$ cat src/hdl/synth_load_pkg.sv
/*
  Constants and carriers for the three-wire programming port and the
  phase realignment timer.
  Assumes a single core clock domain; serial pins arrive asynchronously.
*/
package synth_load_pkg;
  localparam int WORD_W = 24;
  localparam int SEL_W = 2;
  localparam logic [1:0] SEL_DIVIDER = 2'h0;
  localparam logic [1:0] SEL_REFDIV = 2'h1;
  localparam logic [1:0] SEL_CONTROL = 2'h2;
  localparam logic [1:0] SEL_NOISE = 2'h3;
  localparam int LOADCTL_BIT = 23;
  localparam int MOD_LSB = 2;
  localparam int MOD_W = 12;
  localparam int MULT_LSB = 12;
  localparam int MULT_W = 4;
  localparam int TIMER_W = MULT_W + MOD_W;
  localparam logic [MOD_W-1:0] MOD_RESET = 12'h002;
  localparam logic [MOD_W-1:0] BASE_RESET = 12'h000;
  localparam logic [MULT_W-1:0] MULT_RESET = 4'h0;
  localparam logic [WORD_W-1:0] WORD_RESET = 24'h000000;
  // Wishbone register offsets
  localparam logic [3:0] ADR_DIVIDER = 4'h0;
  localparam logic [3:0] ADR_REFDIV = 4'h4;
  localparam logic [3:0] ADR_CONTROL = 4'h8;
  localparam logic [3:0] ADR_NOISE = 4'hc;
  localparam logic [3:0] ADR_STATUS = 4'h0 + 4'h0;
  localparam logic [7:0] ADR_STATUS_FULL = 8'h10;
  localparam logic [7:0] ADR_SYNCCNT = 8'h14;

  typedef struct packed {
    logic sclk;
    logic sdata;
    logic strobe;
  } serial_pins_t;
  // Pin levels while the host is idle
  localparam serial_pins_t PINS_IDLE = '{sclk: 1'b0, sdata: 1'b0, strobe: 1'b1};

  typedef struct packed {
    logic [WORD_W-1:0] divider_word;
    logic [WORD_W-1:0] refdiv_word;
    logic [WORD_W-1:0] control_word;
    logic [WORD_W-1:0] noise_word;
  } latches_t;
endpackage

$ cat src/hdl/pin_sync.sv
/*
  Two-stage synchroniser for the serial pins, with rising-edge detect
  taken only from the second stage and one more history stage.
  Assumes pins are asynchronous to core_clk.
*/
`timescale 1ns/1ps
module pin_sync
  import synth_load_pkg::*;
(
  input wire logic core_clk,
  input wire logic rstn,
  input synth_load_pkg::serial_pins_t pins,
  output synth_load_pkg::serial_pins_t level,
  output synth_load_pkg::serial_pins_t rise
);
  typedef struct packed {
    serial_pins_t s1;
    serial_pins_t s2;
    serial_pins_t s3;
  } sync_state_t;
  sync_state_t st_q, st_d;

  always_comb begin
    st_d = st_q;
    st_d.s1 = pins;
    st_d.s2 = st_q.s1;
    st_d.s3 = st_q.s2;
  end

  always_ff @(posedge core_clk or negedge rstn) begin
    if (!rstn) begin
      // Idle strobe high, so no false load edge after reset
      st_q <= '{s1: PINS_IDLE, s2: PINS_IDLE, s3: PINS_IDLE};
    end else begin
      st_q <= st_d;
    end
  end

  assign level = st_q.s2;
  assign rise = st_q.s2 & ~st_q.s3;
endmodule

$ cat src/hdl/realign_timer.sv
/*
  Realignment timer counting comparison-clock edges; wraps at
  multiplier*base and pulses once per wrap.
  Assumes cmp_tick is a one-cycle pulse per comparison period.
*/
`timescale 1ns/1ps
module realign_timer
  import synth_load_pkg::*;
(
  input wire logic core_clk,
  input wire logic rstn,
  input wire logic cmp_tick,
  input wire logic [synth_load_pkg::MULT_W-1:0] mult,
  input wire logic [synth_load_pkg::MOD_W-1:0] base,
  output logic sync_pulse
);
  typedef struct packed {
    logic [TIMER_W-1:0] cnt;
    logic pulse;
  } tmr_state_t;
  tmr_state_t st_q, st_d;
  logic [TIMER_W-1:0] limit;

  assign limit = TIMER_W'(mult) * TIMER_W'(base);

  always_comb begin
    st_d = st_q;
    st_d.pulse = 1'b0;
    if (mult == '0 || limit == '0) begin
      st_d.cnt = '0;
    end else if (cmp_tick) begin
      if (st_q.cnt + 16'h0001 >= limit) begin
        st_d.cnt = '0;
        st_d.pulse = 1'b1;
      end else begin
        st_d.cnt = st_q.cnt + 16'h0001;
      end
    end
  end

  always_ff @(posedge core_clk or negedge rstn) begin
    if (!rstn) begin
      st_q <= '0;
    end else begin
      st_q <= st_d;
    end
  end

  assign sync_pulse = st_q.pulse;

  AST_DISABLED_NO_PULSE: assert property (@(posedge core_clk) disable iff (!rstn)
    (mult == '0) |=> !sync_pulse)
    else $error("pulse while disabled");
  AST_PULSE_ONE_CYCLE: assert property (@(posedge core_clk) disable iff (!rstn)
    sync_pulse |=> !sync_pulse)
    else $error("pulse longer than one cycle");
  AST_PULSE_NEEDS_TICK: assert property (@(posedge core_clk) disable iff (!rstn)
    sync_pulse |-> $past(cmp_tick))
    else $error("pulse without comparison tick");
endmodule

$ cat src/hdl/synth_serial_port.sv
/*
  Three-wire programming port with four latches, a Wishbone slave that
  reads the latches and timer state, and the realignment controller.
  Assumes serial pins and the comparison clock are asynchronous inputs.
*/
// Decided for this implementation: the address map and the Wishbone interface to the registers.
`timescale 1ns/1ps
module synth_serial_port
  import synth_load_pkg::*;
(
  input wire logic core_clk,
  input wire logic rstn,
  input synth_load_pkg::serial_pins_t pins,
  input wire logic cmp_clk,
  input wire logic wb_cyc_i,
  input wire logic wb_stb_i,
  input wire logic wb_we_i,
  input wire logic [7:0] wb_adr_i,
  input wire logic [3:0] wb_sel_i,
  input wire logic [31:0] wb_dat_i,
  output logic [31:0] wb_dat_o,
  output logic wb_ack_o,
  output logic realign_pulse,
  output logic sync_pulse_o,
  output logic [synth_load_pkg::MULT_W-1:0] resync_mult,
  output logic [synth_load_pkg::MOD_W-1:0] fraction_modulus,
  output logic [synth_load_pkg::MOD_W-1:0] resync_base,
  output logic word_loaded
);
  import synth_load_pkg::*;

  ////////////////////////////////////////////////////////////////////
  typedef enum {ARM_IDLE, ARM_WAIT1, ARM_WAIT2} arm_t;

  typedef struct packed {
    logic [WORD_W-1:0] shift;
    latches_t lat;
    logic [MOD_W-1:0] modulus;
    logic [MOD_W-1:0] base;
    logic [2:0] cmp_hist;
    arm_t arm;
    logic realign;
    logic sync_seen;
    logic loaded;
    logic [15:0] sync_count;
    logic ack;
    logic [31:0] rdata;
  } port_state_t;
  port_state_t st_q, st_d;

  serial_pins_t pin_lvl, pin_rise;
  logic cmp_tick;
  logic sync_pulse;
  logic wb_req;

  ////////////////////////////////////////////////////////////////////
  pin_sync u_sync (
    .core_clk(core_clk),
    .rstn(rstn),
    .pins(pins),
    .level(pin_lvl),
    .rise(pin_rise)
  );

  // Comparison clock: two-flop sync in cmp_hist[1:0], edge from [2:1]
  assign cmp_tick = st_q.cmp_hist[1] & ~st_q.cmp_hist[2];

  realign_timer u_timer (
    .core_clk(core_clk),
    .rstn(rstn),
    .cmp_tick(cmp_tick),
    .mult(st_q.lat.control_word[MULT_LSB +: MULT_W]),
    .base(st_q.base),
    .sync_pulse(sync_pulse)
  );

  assign wb_req = wb_cyc_i & wb_stb_i & ~st_q.ack;

  ////////////////////////////////////////////////////////////////////
  always_comb begin
    st_d = st_q;
    st_d.realign = 1'b0;
    st_d.loaded = 1'b0;
    st_d.sync_seen = sync_pulse;
    st_d.cmp_hist = {st_q.cmp_hist[1:0], cmp_clk};
    st_d.ack = 1'b0;

    // Shift only while strobe low
    if (pin_rise.sclk && !pin_lvl.strobe) begin
      st_d.shift = {st_q.shift[WORD_W-2:0], pin_lvl.sdata};
    end

    if (pin_rise.strobe) begin
      st_d.loaded = 1'b1;
      case (st_q.shift[SEL_W-1:0])
        SEL_DIVIDER: begin
          st_d.lat.divider_word = st_q.shift;
          if (st_q.shift[LOADCTL_BIT]) begin
            st_d.base = st_q.shift[MOD_LSB +: MOD_W];
          end else begin
            st_d.modulus = st_q.shift[MOD_LSB +: MOD_W];
            st_d.arm = ARM_WAIT1;
          end
        end
        SEL_REFDIV: st_d.lat.refdiv_word = st_q.shift;
        SEL_CONTROL: st_d.lat.control_word = st_q.shift;
        SEL_NOISE: st_d.lat.noise_word = st_q.shift;
        default: st_d.lat.noise_word = st_q.shift;
      endcase
    end else if (st_q.sync_seen) begin
      st_d.sync_count = st_q.sync_count + 16'h0001;
      case (st_q.arm)
        ARM_WAIT1: st_d.arm = ARM_WAIT2;
        ARM_WAIT2: begin
          st_d.arm = ARM_IDLE;
          st_d.realign = 1'b1;
        end
        default: st_d.arm = ARM_IDLE;
      endcase
    end

    if (st_q.lat.control_word[MULT_LSB +: MULT_W] == MULT_RESET) begin
      st_d.arm = ARM_IDLE;
      st_d.realign = 1'b0;
    end

    // Wishbone: single-cycle ack, registers read-only
    if (wb_req) begin
      st_d.ack = 1'b1;
      case (wb_adr_i)
        {4'h0, ADR_DIVIDER}: st_d.rdata = {8'h00, st_q.lat.divider_word};
        {4'h0, ADR_REFDIV}: st_d.rdata = {8'h00, st_q.lat.refdiv_word};
        {4'h0, ADR_CONTROL}: st_d.rdata = {8'h00, st_q.lat.control_word};
        {4'h0, ADR_NOISE}: st_d.rdata = {8'h00, st_q.lat.noise_word};
        ADR_STATUS_FULL: st_d.rdata = {6'h00, st_q.arm == ARM_IDLE ? 2'h0 :
                                       (st_q.arm == ARM_WAIT1 ? 2'h1 : 2'h2),
                                       st_q.base, st_q.modulus};
        ADR_SYNCCNT: st_d.rdata = {16'h0000, st_q.sync_count};
        default: st_d.rdata = 32'h00000000;
      endcase
    end
  end

  always_ff @(posedge core_clk or negedge rstn) begin
    if (!rstn) begin
      st_q.shift <= WORD_RESET;
      st_q.lat <= '0;
      st_q.modulus <= MOD_RESET;
      st_q.base <= BASE_RESET;
      st_q.cmp_hist <= 3'h0;
      st_q.arm <= ARM_IDLE;
      st_q.realign <= 1'b0;
      st_q.sync_seen <= 1'b0;
      st_q.loaded <= 1'b0;
      st_q.sync_count <= 16'h0000;
      st_q.ack <= 1'b0;
      st_q.rdata <= 32'h00000000;
    end else begin
      st_q <= st_d;
    end
  end

  assign wb_dat_o = st_q.rdata;
  assign wb_ack_o = st_q.ack;
  assign realign_pulse = st_q.realign;
  assign sync_pulse_o = st_q.sync_seen;
  assign resync_mult = st_q.lat.control_word[MULT_LSB +: MULT_W];
  assign fraction_modulus = st_q.modulus;
  assign resync_base = st_q.base;
  assign word_loaded = st_q.loaded;

  ////////////////////////////////////////////////////////////////////
  // Serial shift register
  AST_SHIFT_IN: assert property (@(posedge core_clk) disable iff (!rstn)
    (pin_rise.sclk && !pin_lvl.strobe) |=> st_q.shift[0] == $past(pin_lvl.sdata))
    else $error("bit not shifted");

  AST_SHIFT_MOVES: assert property (@(posedge core_clk) disable iff (!rstn)
    (pin_rise.sclk && !pin_lvl.strobe) |=> st_q.shift[WORD_W-1:1] == $past(st_q.shift[WORD_W-2:0]))
    else $error("shift register did not move");

  AST_SHIFT_HOLD: assert property (@(posedge core_clk) disable iff (!rstn)
    (!pin_rise.sclk) |=> $stable(st_q.shift))
    else $error("shift register moved without serial clock");

  AST_SHIFT_IGNORED: assert property (@(posedge core_clk) disable iff (!rstn)
    (pin_lvl.strobe) |=> $stable(st_q.shift))
    else $error("shift register moved with strobe high");

  // Latch transfer on strobe rise
  AST_DIV_LATCH: assert property (@(posedge core_clk) disable iff (!rstn)
    (pin_rise.strobe && st_q.shift[SEL_W-1:0] == SEL_DIVIDER) |=> st_q.lat.divider_word == $past(st_q.shift))
    else $error("divider word not latched");

  AST_REFDIV_LATCH: assert property (@(posedge core_clk) disable iff (!rstn)
    (pin_rise.strobe && st_q.shift[SEL_W-1:0] == SEL_REFDIV) |=> st_q.lat.refdiv_word == $past(st_q.shift))
    else $error("reference divider word not latched");

  AST_CTRL_LATCH: assert property (@(posedge core_clk) disable iff (!rstn)
    (pin_rise.strobe && st_q.shift[1:0] == SEL_CONTROL) |=> resync_mult == $past(st_q.shift[15:12]))
    else $error("control word not latched");

  AST_NOISE_LATCH: assert property (@(posedge core_clk) disable iff (!rstn)
    (pin_rise.strobe && st_q.shift[SEL_W-1:0] == SEL_NOISE) |=> st_q.lat.noise_word == $past(st_q.shift))
    else $error("noise word not latched");

  AST_LATCH_HOLD: assert property (@(posedge core_clk) disable iff (!rstn)
    (!pin_rise.strobe) |=> $stable(st_q.lat))
    else $error("latch changed without strobe");

  AST_LOADED_PULSE: assert property (@(posedge core_clk) disable iff (!rstn)
    pin_rise.strobe |=> word_loaded ##1 !word_loaded)
    else $error("load pulse wrong");

  AST_LOADED_CAUSE: assert property (@(posedge core_clk) disable iff (!rstn)
    word_loaded |-> $past(pin_rise.strobe))
    else $error("load pulse without strobe");

  // Divider word split
  AST_BASE_LOAD: assert property (@(posedge core_clk) disable iff (!rstn)
    (pin_rise.strobe && st_q.shift[1:0] == SEL_DIVIDER && st_q.shift[23])
    |=> resync_base == $past(st_q.shift[13:2]) && $stable(fraction_modulus))
    else $error("base not loaded");

  AST_MOD_LOAD: assert property (@(posedge core_clk) disable iff (!rstn)
    (pin_rise.strobe && st_q.shift[1:0] == SEL_DIVIDER && !st_q.shift[23])
    |=> fraction_modulus == $past(st_q.shift[13:2]) && $stable(resync_base))
    else $error("modulus not loaded");

  AST_DIVIDER_HOLD: assert property (@(posedge core_clk) disable iff (!rstn)
    (!pin_rise.strobe) |=> $stable(resync_base) && $stable(fraction_modulus))
    else $error("base or modulus changed without strobe");

  // Realignment arming
  AST_ARM_ON_NEW_FREQ: assert property (@(posedge core_clk) disable iff (!rstn)
    (pin_rise.strobe && st_q.shift[SEL_W-1:0] == SEL_DIVIDER && !st_q.shift[LOADCTL_BIT] && resync_mult != 4'h0)
    |=> st_q.arm == ARM_WAIT1)
    else $error("new frequency did not arm");

  AST_ARM_ADVANCE: assert property (@(posedge core_clk) disable iff (!rstn)
    (st_q.arm == ARM_WAIT1 && sync_pulse_o && !pin_rise.strobe && resync_mult != 4'h0)
    |=> st_q.arm == ARM_WAIT2)
    else $error("first sync did not advance");

  AST_REALIGN_AFTER_SECOND: assert property (@(posedge core_clk) disable iff (!rstn)
    realign_pulse |-> $past(st_q.arm) == ARM_WAIT2 && $past(sync_pulse_o))
    else $error("realign not on second sync");

  AST_REALIGN_ONE_CYCLE: assert property (@(posedge core_clk) disable iff (!rstn)
    realign_pulse |=> !realign_pulse)
    else $error("realign longer than one cycle");

  AST_NO_REALIGN_DISABLED: assert property (@(posedge core_clk) disable iff (!rstn)
    (resync_mult == 4'h0) |-> !realign_pulse)
    else $error("realign while disabled");

  AST_ARM_CLEAR_DISABLED: assert property (@(posedge core_clk) disable iff (!rstn)
    (resync_mult == 4'h0) |=> st_q.arm == ARM_IDLE)
    else $error("armed while disabled");

  AST_REALIGN_NEEDS_ENABLE: assert property (@(posedge core_clk) disable iff (!rstn)
    realign_pulse |-> $past(resync_mult) != 4'h0)
    else $error("realign after disabled cycle");

  // Timer pulse relay and count
  AST_SYNC_OUT_FOLLOWS: assert property (@(posedge core_clk) disable iff (!rstn)
    sync_pulse |=> sync_pulse_o)
    else $error("sync pulse not relayed");

  AST_SYNC_OUT_ONE: assert property (@(posedge core_clk) disable iff (!rstn)
    sync_pulse_o |=> !sync_pulse_o)
    else $error("sync output longer than one cycle");

  AST_SYNC_COUNT_STEP: assert property (@(posedge core_clk) disable iff (!rstn)
    (sync_pulse_o && !pin_rise.strobe) |=> st_q.sync_count == $past(st_q.sync_count) + 16'h0001)
    else $error("sync count did not step");

  // Wishbone read port
  AST_WB_ACK: assert property (@(posedge core_clk) disable iff (!rstn)
    (wb_cyc_i && wb_stb_i && !wb_ack_o) |=> wb_ack_o)
    else $error("no ack");

  AST_WB_ACK_ONE: assert property (@(posedge core_clk) disable iff (!rstn)
    wb_ack_o |=> !wb_ack_o)
    else $error("ack longer than one cycle");

  AST_WB_ACK_CAUSE: assert property (@(posedge core_clk) disable iff (!rstn)
    wb_ack_o |-> $past(wb_cyc_i) && $past(wb_stb_i))
    else $error("ack without request");

  AST_WB_UPPER_ZERO: assert property (@(posedge core_clk) disable iff (!rstn)
    wb_ack_o |-> wb_dat_o[31:26] == 6'h00)
    else $error("read data upper bits not zero");

  AST_WB_MISALIGNED_ZERO: assert property (@(posedge core_clk) disable iff (!rstn)
    (wb_req && wb_adr_i[1:0] != 2'h0) |=> wb_dat_o == 32'h00000000)
    else $error("unmapped read not zero");

  AST_WB_DIV_READ: assert property (@(posedge core_clk) disable iff (!rstn)
    (wb_req && wb_adr_i == {4'h0, ADR_DIVIDER}) |=> wb_dat_o == {8'h00, $past(st_q.lat.divider_word)})
    else $error("divider read wrong");

  AST_WB_STATUS_READ: assert property (@(posedge core_clk) disable iff (!rstn)
    (wb_req && wb_adr_i == ADR_STATUS_FULL) |=> wb_dat_o[23:0] == {$past(resync_base), $past(fraction_modulus)})
    else $error("status read wrong");

  AST_WB_SYNCCNT_READ: assert property (@(posedge core_clk) disable iff (!rstn)
    (wb_req && wb_adr_i == ADR_SYNCCNT) |=> wb_dat_o == {16'h0000, $past(st_q.sync_count)})
    else $error("sync count read wrong");
endmodule
$ cat config.mk
export PLATFORM = sky130hd
export DESIGN_NAME = synth_serial_port
export DESIGN_NICKNAME = d
export VERILOG_FILES = /design/src/hdl/synth_load_pkg.sv /design/src/hdl/pin_sync.sv /design/src/hdl/realign_timer.sv /design/src/hdl/synth_serial_port.sv
export SDC_FILE = /design/constraint.sdc
export NUM_CORES = 1
export LEC_CHECK = 0
export BUFFER_PORTS_ARGS = -buffer_cell sky130_fd_sc_hd__buf_4
export CORE_ASPECT_RATIO = 1.5
export CORE_MARGIN = 2
export CORE_UTILIZATION = 33
export DETAILED_ROUTE_END_ITERATION = 6
export GPL_TIMING_DRIVEN = 0
export PLACE_DENSITY = 0.59
export SYNTH_ARGS = -nofsm -noshare
export SYNTH_HDL_FRONTEND = slang
export SYNTH_SLANG_ARGS = --single-unit
$ cat constraint.sdc
create_clock -name core_clk -period 9.2 [get_ports core_clk]
set_input_delay 1.38 -clock core_clk [delete_from_list [all_inputs] [get_ports core_clk]]
set_output_delay 1.38 -clock core_clk [all_outputs]
set_load 0.01 [all_outputs]
# Word-level counts from Yosys, hierarchy flattened
# Index checks and enable logic that the tools add are counted.
[totals] reg_bits=257 input_bits=53 output_inout_bits=64 elab_cells=88
[classes] add_sub_neg=2 n_mul=1 order_cmp=1 eq_ne=13 mux=18 bitwise_logic=9 n_reduce_logical=18
[op_table] op="$pmux W26 S6" count=1
[op_table] op="$mux W33" count=3
[op_table] op="$mux W32" count=3
[op_table] op="$eq A32 B2 Y1 const B" count=2
[op_table] op="$add A16 B1 Y16 const B" count=2
[op_table] op="$eq A32 B1 Y1 const B" count=1
[op_table] op="$logic_not A32 Y1" count=1
[op_table] op="$mux W16" count=2
[op_table] op="$mux W17" count=1
[op_table] op="$eq A8 B4 Y1 const B" count=2
[op_table] op="$eq A8 B5 Y1 const B" count=2
[op_table] op="$ge A16 B16 Y1" count=1
[op_table] op="$logic_not A16 Y1" count=1
[op_table] op="$mul A4 B12 Y16" count=1
[op_table] op="$reduce_and A2 Y1" count=5
[op_table] op="$reduce_and A3 Y1" count=3
[op_table] op="$eq A8 B3 Y1 const B" count=1
[op_table] op="$logic_not A8 Y1" count=1
[op_table] op="$mux W2" count=3
[op_table] op="$mux W1" count=5
[op_table] op="$eq A2 B2 Y1 const B" count=2
[op_table] op="$logic_not A4 Y1" count=1
[op_table] op="$not A1 Y1" count=4
[op_table] op="$and A1 B1 Y1" count=3
[op_table] op="other kinds (11)" count=11

# Depth between registers and ports, before layout
# Gate-level depths: netlist of the first run.
[depth] ltp_word=5 ltp_mapped=22 ltp_nobuf=19

# By module
# A second synthesis of the first run with hierarchy kept.
[unflattened] cells_unflattened=1029 area_unflattened_um2=12160.4
[by_module_without_submodules] module="synth_serial_port" instances=1 cells_each=638 area_per_inst_um2=8821.0 seq_area_each_um2=4880.9
[by_module_without_submodules] module="realign_timer" instances=1 cells_each=376 area_per_inst_um2=3046.7 seq_area_each_um2=425.4
[by_module_without_submodules] module="pin_sync" instances=1 cells_each=15 area_per_inst_um2=292.8 seq_area_each_um2=229.0

# Worst setup path before layout of the first run
# No wires, ideal clock.
[synth_timing] path_type="register -> register" startpoint="register st_q (netlist bit resync_mult[3])" endpoint="register u_timer.st_q[16] (netlist bit)" setup_time_ps=78 arrival_ps=4856 t_required_ps=9122 path_slack_ps=4266 path_stages_with_launch=21 path_buffers=2 synth_period_minus_slack_ps=4934 path_cell_list="dfrtp_1 clkbuf_1 and2_1 fa_1 inv_1 fa_1 inv_1 ha_1 a2111o_1 a31o_2 a2111oi_4 nor3_1 or2_2 ha_1 o21a_1 a211oi_1 o22ai_1 nor2_1 dlymetal6s2s_1 nand3b_1 a21oi_1"
[synth_between] elab_chain_cells=5 word_cells_on_any_way=9 cone_classes="mul (1); order compare (1); mux (3); reduce/logical (4)"
[synth_rtl] element="from (decl)" line_no="synth_serial_port.sv:49" text="port_state_t st_q, st_d;"
[synth_rtl] element="from (signal assigned)" line_no="synth_serial_port.sv:159" text="st_q <= st_d;"
[synth_rtl] element="$mul A4 B12 Y16" line_no="realign_timer.sv:24" text="assign limit = TIMER_W'(mult) * TIMER_W'(base);"
[synth_rtl] element="$ge A16 B16 Y1" line_no="realign_timer.sv:32" text="if (st_q.cnt + 16'h0001 >= limit) begin"
[synth_rtl] element="$mux W16" line_no="realign_timer.sv:32"
[synth_rtl] element="$mux W17" line_no="realign_timer.sv:31" text="end else if (cmp_tick) begin"
[synth_rtl] element="$mux W16" line_no="realign_timer.sv:29" text="if (mult == '0 || limit == '0) begin"
[synth_rtl] element="to (signal assigned)" line_no="realign_timer.sv:45" text="st_q <= st_d;"
[synth_rtl] element="to (decl)" line_no="realign_timer.sv:21" text="tmr_state_t st_q, st_d;"
# Several ways; a longest one is shown, not always the timed one. The select of a mux whose other input is x is not followed.
# A chain may end at the register's enable or synchronous reset.

# Final worst setup path of the first run
[layout_timing] startpoint="register st_q (netlist bit resync_mult[3])" endpoint="register u_timer.st_q[14] (netlist bit)"
# Same word-level chain as after synthesis.

==> flow_summary_export.csv, run 1 <==
group,metric,value,unit
status,outcome,"finished, final reports clean",
cts,cts-root-buf,"clkbuf_16",
synth,syn-instance-count,1007,
route,antenna_left,0,
timing,setup_viol,0,
setup_path,path_buf_inv,3,
timing,max_clock_freq,170.6,MHz
floorplanning,die-area,0.03665,mm2
floorplanning,rows,84,
layout,layout-drive-gt1-share,0.2910,
timing,slew_headroom,0.09195,
route,totalWireLength,29580,um
setup_path,cp-endpoint,"u_timer.st_q[14]$_DFFE_PN0P_",
setup_path,cp_cell_sequence,"clkbuf_1 -> nand2_1 -> fa_1 -> fa_1 -> inv_1 -> fa_1 -> a211oi_1 -> o21bai_1 -> a21o_1 -> a311oi_1 -> ha_1 -> o21a_1 -> a211oi_1 -> o22ai_1 -> nor2_1 -> dlymetal6s2s_1 -> nand3b_1 -> a21oi_1",
power,p_per_area,172.6,mW/mm2
setup_path,path_depth,18,
synth,synth_top_area_frac,0.4666,
cts,htreeDepth,1,
floorplanning,io_pins,117,
cts,post_cts_buffers,0,
timing,finalMaxSlewViolations,0,
place,place_congestion,0.8008,
timing,tns,0,ns
grt,antenna_found_initial,0,
layout,areaGrowthSynthToFinish,17.33,%
setup_path,worstPathArrival,6.33,ns
route,detail_route.wl_per_cell,18.48,um
setup_path,critical_path_class,"flip-flop to flip-flop",
synth,synth_top_family_by_area,"multiplexers",
timing,rsz0062_at_grt,"no",
synth,synthTopCellsByCount,"216 x dfrtp_1, 136 x mux2_2, 74 x nand2_1, 61 x buf_4, 48 x inv_1",
timing,worst_pin_slew,1.350,ns
synth,synth.largest_area_cell,"dfrtp_1",
route,drc_errors,0,
synth,synth_most_common_cell,"dfrtp_1",
setup_path,required,9.66,ns
cts,cts_tree,"built",
synth,synth_compound_area_frac,0.1168,
layout,final_nets,1222,
synth,synth-adder-area-share,0.07560,
route,drt_iter0_drc,583,
floorplanning,die_width,157.0,um
place,io_buffers,73,
synth,synth.distinct_cells,66,
power,vdd_drop_max,0.0001003,V
synth,ys_seq_elements,220,
setup_path,crit_path_end_kind,"flip-flop",
cts,path_clk_slew,0.06,ns
synth,post_synth.cell_area_avg,11.50,um2
setup_path,r2r-end,"u_timer.st_q[14]$_DFFE_PN0P_",
floorplanning,die_h,233.5,um
cts,clockBufferDepth,3,
timing,finalCriticalPeriod,5.862,ns
setup_path,cp_common_cell,"fa_1",
setup_path,rr_worst_depth,18,
synth,ys_warn_count,0,
power,p_leak,0.006642,uW
cts,ctsHoldBuffers,0,
route,drt_pass1_iterations,5,
place,placed_cells,1559,
setup_path,slowest_stage,"dfrtp_1",
place,place_hpwl,21340,um
grt,grt_start_max_net_pins,121,
setup_path,r2r_setup_slack,3.34,ns
setup_path,critPathMaxFanout,10,
synth,synth_edf_count,0,
synth,synth_xor_area_frac,0.02873,
synth,netlist_area,0.01158,mm2
setup_path,critical-path-max-stage-delay,0.56,ns
timing,fin_worst_skew,0.01239,ns
timing,period_share,0.6372,
layout,final.fill_count,3376,
layout,antenna_cells,0,
synth,seq_area_frac_synth,0.4756,
cts,numClockSinks,220,
run,drv_cap,0,
setup_path,cp-start-kind,"flip-flop",
layout,final_cells,1600,
grt,grt_pass1_vias,8399,
setup_path,r2r_start,"resync_mult[3]$_DFFE_PN0P_",
floorplanning,start_util,0.3330,
timing,hold_viol_final,0,
min_path,hp-class,"flip-flop to flip-flop",
synth,synthMuxAreaShare,0.1339,
cts,clk_latency,0.54,ns
route,vias_per_cell,5.047,
synth,ys.flop_type,"dfrtp_1",
setup_path,cp-startpoint,"resync_mult[3]$_DFFE_PN0P_",
synth,synth_area_leaders,"dfrtp_1 47%, mux2_2 13%, ha_1 4.1%, buf_4 4.0%, fa_1 3.5%",
grt,gr-total-overflow,0,
route,vias,8075,
floorplanning,core,0.03479,mm2
grt,grt_usage,0.1638,
cts,cts_resized,0,
cts,numCtsBuffers,23,
grt,grt_pass1_wl,46740,um
synth,synthArstFlopShare,1.000,
synth,yosys.area_share.simple,0.09785,
setup_path,critPathTopFamily,"compound AO/OA/AOI/OAI gates",
## metrics by stage
step	setup slack [ns]	area [um2]	hold slack (ns)	util	power, uW
final	3.338	13590	0.3497	0.3907	2346
after global routing	2.896	13590	0.3633	0.3907	2438
after CTS	3.255	13590	0.3521	0.3907	2375
after detailed placement	3.287	12780	0.3347	0.3673	1366
after global placement	3.328	12740	0.3328	0.3663	1355
after floorplan	4.266	11600	0.3312	-	1251
## registers in the layout (all words and copies together) (netlist names), 2 cells and up
signal and cells:
u_sync.st_q 2, st_d 2, u_timer.st_q 16, resync_base 12
fraction_modulus 12, wb_dat_o 26, u_sync.st_d 3, resync_mult 4
u_sync.level 3, st_q 135
## cell families (layout without fill, tap and decap cells)
family | Yosys count | in the layout
adders and majority gates | 58 | 58
muxes | 138 | 138
other | 1 | 6
DFF | 220 | 220
xor gates and xnor gates | 38 | 38
buffers and inverters | 151 | 266
and+or+nand+nor | 223 | 223
AOI/OAI and AO/OA | 178 | 178
## cell usage in the layout (no fill, tap or decap), types with 16 or more instances in the layout
cell	synthesis	layout
ha_1	38	38
a222oi_1	23	23
mux2_2	136	136
o21ai_0	16	16
dfrtp_1	216	216
and2_1	32	32
fa_1	20	20
clkbuf_1	37	39
a22oi_1	19	19
xnor2_1	22	22
a21o_1	27	27
inv_1	48	48
a21oi_1	26	26
a31oi_1	16	16
clkbuf_16	0	23
nor2_1	34	34
xor2_1	16	16
nand2_1	74	74
buf_4	61	133
## worst min path at each step
| stage | slack (ns) | cells after the start | end | from |
|---|---|---|---|---|
| 2_1_floorplan | 0.33 | 0 | st_d[86]$_DFF_PN0_ | st_d[85]$_DFF_PN0_ |
| 3_3_place_gp | 0.33 | 0 | u_sync.level[2]$_DFF_PN0_ | u_sync.st_d[5]$_DFF_PN0_ |
| 3_5_place_dp | 0.33 | 0 | u_sync.level[1]$_DFF_PN0_ | u_sync.st_d[4]$_DFF_PN0_ |
| 4_1_cts | 0.35 | 0 | sync_pulse_o$_DFF_PN0_ | u_timer.sync_pulse$_DFF_PN0_ |
| 5_1_grt | 0.36 | 0 | u_sync.level[0]$_DFF_PN1_ | u_sync.st_d[3]$_DFF_PN1_ |
| 6_report | 0.35 | 0 | sync_pulse_o$_DFF_PN0_ | u_timer.sync_pulse$_DFF_PN0_ |
## where the power goes
part | total [uW] | switching, uW | internal, uW | leakage, uW
sequential | 1140 | 86.5 | 1050 | 0.00299
clock | 1000 | 409 | 590 | 0.000399
combinational | 207 | 92.7 | 114 | 0.00326
total | 2350 | 589 | 1760 | 0.00664
## area by class of cell
type,instances,area [um2],share of cell area
Clock buffer,30,651.9,0.04796
Multi-Input combinational cell,641,5269,0.3876
Clock inverter,11,162.7,0.01197
Inverter,48,180.2,0.01325
Timing Repair Buffer,74,583.1,0.04289
Tap cell,473,591.8,0.04354
Buffer,103,644.4,0.04740
Sequential cell,220,5510,0.4054
## routing by layer
layer / global-route usage / wire length (um) / vias up
met1: 0.1906 / 11790 / 4128
met2: 0.3029 / 15670 / 167
met3: 0.02245 / 1247 / 53
li1: - / - / 3727
met5: 0 / 0 / -
met4: 0.06021 / 872 / 0
Note: power is estimated with default switching activity, not from simulation.
==> run 2, diff against run 1 <==
==> constraint.sdc (replaced) <==
create_clock -name core_clk -period 5.83 [get_ports core_clk]
set_input_delay 0.8745 -clock core_clk [delete_from_list [all_inputs] [get_ports core_clk]]
set_output_delay 0.8745 -clock core_clk [all_outputs]
set_load 0.01 [all_outputs]
==> run 2 against run 1 <==
Clock power increased by 57%. Fmax increased by 6.5%. Critical path depth increased by 3. Clock-buffer cell count unchanged. Power increased by 58%.
==> flow_summary_export.csv, run 2 (synthesized netlist as in run 1, its figures left out) <==
group,metric,value,unit
grt,grt_pass1_wl,46770,um
layout,largest_reg_flops,135,
grt,grt_usage,0.1639,
cts,numClockSinks,220,
grt,grt_start_max_net_pins,121,
layout,final_common_cell,"dfrtp_1",
route,drc_errors,0,
route,drt_iter0_drc,548,
cts,clk_latency,0.54,ns
floorplanning,core,0.03479,mm2
power,p_leak,0.006661,uW
route,met1Wirelength,11740,um
layout,antenna_cells,0,
layout,final_nets,1223,
cts,htreeDepth,1,
timing,setup_viol,0,
grt,gr-total-overflow,0,
min_path,holdPathStages,0,
setup_path,required,6.29,ns
status,outcome,"finished, final reports clean",
timing,slew_headroom,0.08994,
route,antenna_left,0,
timing,worst_pin_slew,1.353,ns
timing,rsz0062_at_grt,"no",
route,detail_route.wl_per_cell,18.43,um
grt,antenna_found_initial,0,
setup_path,worstPathArrival,5.97,ns
cts,cts-root-buf,"clkbuf_16",
cts,clockBufferDepth,3,
floorplanning,die_width,157.0,um
setup_path,cp_cell_sequence,"clkbuf_2 -> and2_1 -> fa_1 -> inv_1 -> fa_1 -> inv_1 -> ha_1 -> a2111o_1 -> a31o_2 -> a2111oi_4 -> nor3_1 -> or2_2 -> ha_1 -> o21a_1 -> a211oi_1 -> o22ai_1 -> nor2_1 -> dlymetal6s2s_1 -> buf_12 -> nand3b_1 -> a21oi_1",
timing,setup_ws,0.3242,ns
route,wl_met3,1209,um
layout,top_register,"st_q",
run,drv_cap,0,
route,wl_met2,15670,um
layout,stdcell_area,0.01362,mm2
cts,numCtsBuffers,23,
floorplanning,die_h,233.5,um
timing,max_clock_freq,181.6,MHz
setup_path,crit_path_end_kind,"flip-flop",
timing,tns,0,ns
setup_path,cp-start-kind,"flip-flop",
layout,areaGrowthSynthToFinish,17.59,%
route,vias_per_cell,5.061,
setup_path,critPathMaxFanout,10,
layout,layout-drive-gt1-share,0.2961,
setup_path,path_depth,21,
timing,finalMaxSlewViolations,0,
cts,cts_tree,"built",
setup_path,path_buf_inv,5,
layout,final_cells,1601,
setup_path,slowest_stage,"fa_1",
route,top_layer,"met4",
grt,grt_pass1_vias,8406,
layout,final_cell_mix,"215 x dfrtp_1, 136 x mux2_2, 133 x buf_4",
setup_path,critical_path_class,"flip-flop to flip-flop",
cts,ctsHoldBuffers,0,
place,place_hpwl,21340,um
cts,path_clk_slew,0.06,ns
floorplanning,die-area,0.03665,mm2
place,dpl_cell_area,0.01278,mm2
place,placed_cells,1559,
timing,period_share,0.9444,
timing,finalCriticalPeriod,5.506,ns
power,totalPowerFinal,3699,uW
floorplanning,start_util,0.3330,
setup_path,critical-path-max-stage-delay,0.52,ns
timing,fin_worst_skew,0.009355,ns
power,p_per_area,271.5,mW/mm2
route,totalWireLength,29500,um
place,place_congestion,0.8008,
place,io_buffers,73,
route,drt_pass1_iterations,7,
min_path,hp-class,"flip-flop to flip-flop",
setup_path,rr_worst_depth,21,
floorplanning,rows,84,
floorplanning,io_pins,117,
timing,hold_viol_final,0,
setup_path,critPathTopFamily,"compound AO/OA/AOI/OAI gates",
power,vdd_drop_max,0.0001577,V
place,pre_cts_ws,-0.08300,ns
route,vias,8102,
## run 2: layout make-up
| class | count | area (um2) |
|---|---|---|
| multi-input cells | 641 | 5274 |
| clock inverters | 11 | 162.7 |
| clock buffers | 30 | 651.9 |
| repair buffers | 75 | 603.1 |
| inverters | 48 | 180.2 |
| plain buffers | 103 | 648.1 |
| fillers | 3373 | 21170 |
| well taps | 473 | 591.8 |
| flip-flops and latches | 220 | 5512 |
## run 2: stage by stage
step                utilization  hold slack [ns]
detailed placement       0.3673           0.3347
CTS                      0.3913           0.3521
finish                   0.3916           0.3497
global route             0.3916           0.3633
global placement         0.3663           0.3328
floorplan                     -           0.3312
## run 2: metal layers
layer / GRT usage / vias up
met5: 0 / -
met4: 0.06021 / 0
met3: 0.02245 / 55
met2: 0.3030 / 158
met1: 0.1906 / 4159
li1: - / 3730
## run 2: worst paths after layout
kind	from	to	slack, ns
max	resync_mult[1]$_DFFE_PN0P_	u_timer.st_q[14]$_DFFE_PN0P_	0.32
min	u_timer.sync_pulse$_DFF_PN0_	sync_pulse_o$_DFF_PN0_	0.35
max reg2reg	resync_mult[1]$_DFFE_PN0P_	u_timer.st_q[14]$_DFFE_PN0P_	0.32
min reg2reg	u_timer.sync_pulse$_DFF_PN0_	sync_pulse_o$_DFF_PN0_	0.35
max in group asynchronous	rstn	resync_mult[3]$_DFFE_PN0P_	4.37
min in group asynchronous	rstn	wb_dat_o[4]$_DFFE_PN0P_	0.37
## run 2: power by group
part | switching, uW | internal [uW] | total [uW]
Sequential | 136 | 1660 | 1800
Clock | 643 | 932 | 1570
Combinational | 146 | 180 | 326
## run 2: timing repair
action,in CTS,in global routing
gates resized for setup,1,9
setup endpoints to repair,10,15
setup buffers,1,0
## run 2: worst register-to-register path: stages (launching register included)
cell            delay, ns
dfrtp_1              0.50
clkbuf_2             0.26
and2_1               0.19
fa_1                 0.48
inv_1                0.05
fa_1                 0.52
inv_1                0.04
ha_1                 0.37
a2111o_1             0.39
a31o_2               0.27
a2111oi_4            0.32
nor3_1               0.11
or2_2                0.31
ha_1                 0.29
o21a_1               0.12
a211oi_1             0.30
o22ai_1              0.17
nor2_1               0.18
dlymetal6s2s_1       0.19
buf_12               0.14
nand3b_1             0.08
a21oi_1              0.15
==> run 3, diff against run 2 <==
==> constraint.sdc (replaced) <==
create_clock -name core_clk -period 5.5 [get_ports core_clk]
set_input_delay 0.825 -clock core_clk [delete_from_list [all_inputs] [get_ports core_clk]]
set_output_delay 0.825 -clock core_clk [all_outputs]
set_load 0.01 [all_outputs]
==> run 3 against run 2 <==
Flip-flop and latch count stayed put. Sequential share of layout area hardly changed. Wire length is 0.11% lower. Critical endpoint unchanged.
==> flow_summary_export.csv, run 3 (synthesized netlist as in run 1, its figures left out) <==
group,metric,value,unit
status,outcome,"finished, final reports clean",
power,swShare,0.2509,
floorplanning,start_util,0.3330,
route,drt_iter0_drc,518,
route,drt_pass1_iterations,5,
grt,gr-total-overflow,0,
timing,hold_viol_final,0,
power,clkPwrFrac,0.426,
floorplanning,io_pins,117,
cts,numCtsBuffers,23,
setup_path,r2r_setup_slack,0.26,ns
layout,final.fill_count,3372,
setup_path,worstPathArrival,5.70,ns
cts,clk_latency,0.54,ns
floorplanning,rows,84,
layout,antenna_cells,0,
power,vdd_drop_max,0.0001678,V
cts,cts-root-buf,"clkbuf_16",
layout,final_cell_mix,"213 x dfrtp_1, 136 x buf_4, 136 x mux2_2",
grt,antenna_found_initial,0,
place,io_buffers,73,
timing,setup_ws,0.2642,ns
power,internal-power,2940,uW
grt,grt_usage,0.1640,
cts,clockBufferDepth,3,
timing,setup_viol,0,
min_path,hp-class,"primary input to asynchronous set/reset pin",
cts,htreeDepth,1,
floorplanning,die-area,0.03665,mm2
layout,multi_input_area,0.005284,mm2
cts,ctsHoldBuffers,0,
setup_path,critPathMaxFanout,10,
timing,rsz0062_at_grt,"no",
power,switching_power,984.6,uW
setup_path,cp-start-kind,"flip-flop",
setup_path,required,5.96,ns
cts,path_clk_slew,0.06,ns
layout,final_nets,1224,
route,antenna_left,0,
layout,layout-drive-gt1-share,0.3020,
timing,period_share,0.9520,
layout,ff_latch_area,0.005514,mm2
floorplanning,die_h,233.5,um
run,drv_cap,0,
place,place_congestion,0.8008,
timing,max_clock_freq,191.0,MHz
grt,grt_pass1_vias,8412,
setup_path,crit_path_end_kind,"flip-flop",
grt,grt_pass1_wl,46820,um
layout,areaGrowthSynthToFinish,17.75,%
timing,worst_pin_slew,1.326,ns
setup_path,critical_path_class,"flip-flop to flip-flop",
route,drc_errors,0,
timing,finalCriticalPeriod,5.236,ns
power,p_comb_frac,0.088,
cts,numClockSinks,220,
timing,slew_headroom,0.1079,
power,p_per_area,287.7,mW/mm2
floorplanning,die_width,157.0,um
place,place_hpwl,21340,um
layout,top_register,"st_q",
layout,stdcell_area,0.01364,mm2
layout,largest_reg_flops,135,
cts,cts_tree,"built",
place,pre_cts_ws,-0.4130,ns
grt,grt_start_max_net_pins,121,
route,totalWireLength,29470,um
power,p_seq_frac,0.486,
power,p_leak,0.006638,uW
route,vias,8135,
timing,fin_worst_skew,0.01154,ns
place,dpl_cell_area,0.01278,mm2
timing,finalMaxSlewViolations,0,
floorplanning,core,0.03479,mm2
route,vias_per_cell,5.078,
route,detail_route.wl_per_cell,18.40,um
layout,final_common_cell,"dfrtp_1",
run 3: cell count changes in the layout (fill, tap and decap cells not counted):
| cell | change |
|---|---|
| ha_1 | -2 |
| dfrtp_1 | -2 |
| a211oi_1 | -1 |
| dlymetal6s2s_1 | -1 |
| ha_2 | +2 |
| dfrtp_2 | +2 |
| buf_2 | -1 |
| a211oi_2 | +1 |
| buf_4 | +3 |
run 3: area by class of cell:
class	count	area share
Multi-Input combinational cell	641	0.3874
Buffer	102	0.04678
Inverter	48	0.01321
Timing Repair Buffer	77	0.04531
Sequential cell	220	0.4042
Tap cell	473	0.04339
Clock inverter	11	0.01192
Clock buffer	30	0.04779
run 3: power by group through the flow:
| stage | sequential, uW | clock [uW] | combinational (uW) |
|---|---|---|---|
| after CTS | 1910 | 1710 | 352 |
| after detailed placement | 1940 | 0 | 350 |
| final | 1910 | 1670 | 346 |
| after floorplan | 1860 | 0 | 230 |
| after global routing | 1920 | 1780 | 378 |
| after global placement | 1930 | 0 | 338 |
run 3: through the flow:
stage	std cells	power [uW]	TNS [ns]	hold WS (ns)	utilization
detailed placement	1559	2285	-3.742	0.3347	0.3673
global placement	1558	2266	-3.385	0.3328	0.3663
CTS	1601	3973	0	0.3519	0.3918
floorplan	1012	2093	0	0.3312	-
global route	1602	4078	0	0.3633	0.3921
finish	1602	3925	0	0.3300	0.3921
run 3: worst paths after layout:
path / from / to / cells after the start
worst max-delay path: resync_mult[1]$_DFFE_PN0P_ / u_timer.st_q[14]$_DFFE_PN0P_ / 21
worst min-delay path: rstn / wb_dat_o[4]$_DFFE_PN0P_ / 1
worst max register to register: resync_mult[1]$_DFFE_PN0P_ / u_timer.st_q[14]$_DFFE_PN0P_ / 21
worst min register to register: u_timer.sync_pulse$_DFF_PN0_ / sync_pulse_o$_DFF_PN0_ / 0
max in group asynchronous: rstn / resync_mult[3]$_DFFE_PN0P_ / 2
min in group core_clk: u_timer.sync_pulse$_DFF_PN0_ / sync_pulse_o$_DFF_PN0_ / 0
run 3: worst max-delay path, cell delays in order (launching register included):
cell       delay, ns
dfrtp_2         0.48
buf_2           0.22
and2_1          0.16
fa_1            0.48
inv_1           0.05
fa_1            0.52
inv_1           0.04
ha_2            0.32
a2111o_1        0.37
a31o_2          0.27
a2111oi_4       0.32
nor3_1          0.10
or2_2           0.31
ha_1            0.29
o21a_1          0.13
a211oi_2        0.25
o22ai_1         0.14
nor2_1          0.18
clkbuf_2        0.16
buf_12          0.13
nand3b_1        0.07
a21oi_1         0.15
run 3: layer usage:
metal	wire, um	vias to the layer above	global-route usage
met1	11840	4191	0.1908
met5	0	-	0
li1	-	3727	-
met3	1151	53	0.02245
met2	15610	164	0.3017
met4	869	0	0.06336
run 3: repair_timing:
| action | CTS | global route |
|---|---|---|
| hold endpoints to repair | 0 | 0 |
| pin swaps | 0 | 2 |
| endpoints found under the setup margin | 16 | 13 |
| setup buffers | 1 | 2 |
| resized for setup | 8 | 8 |
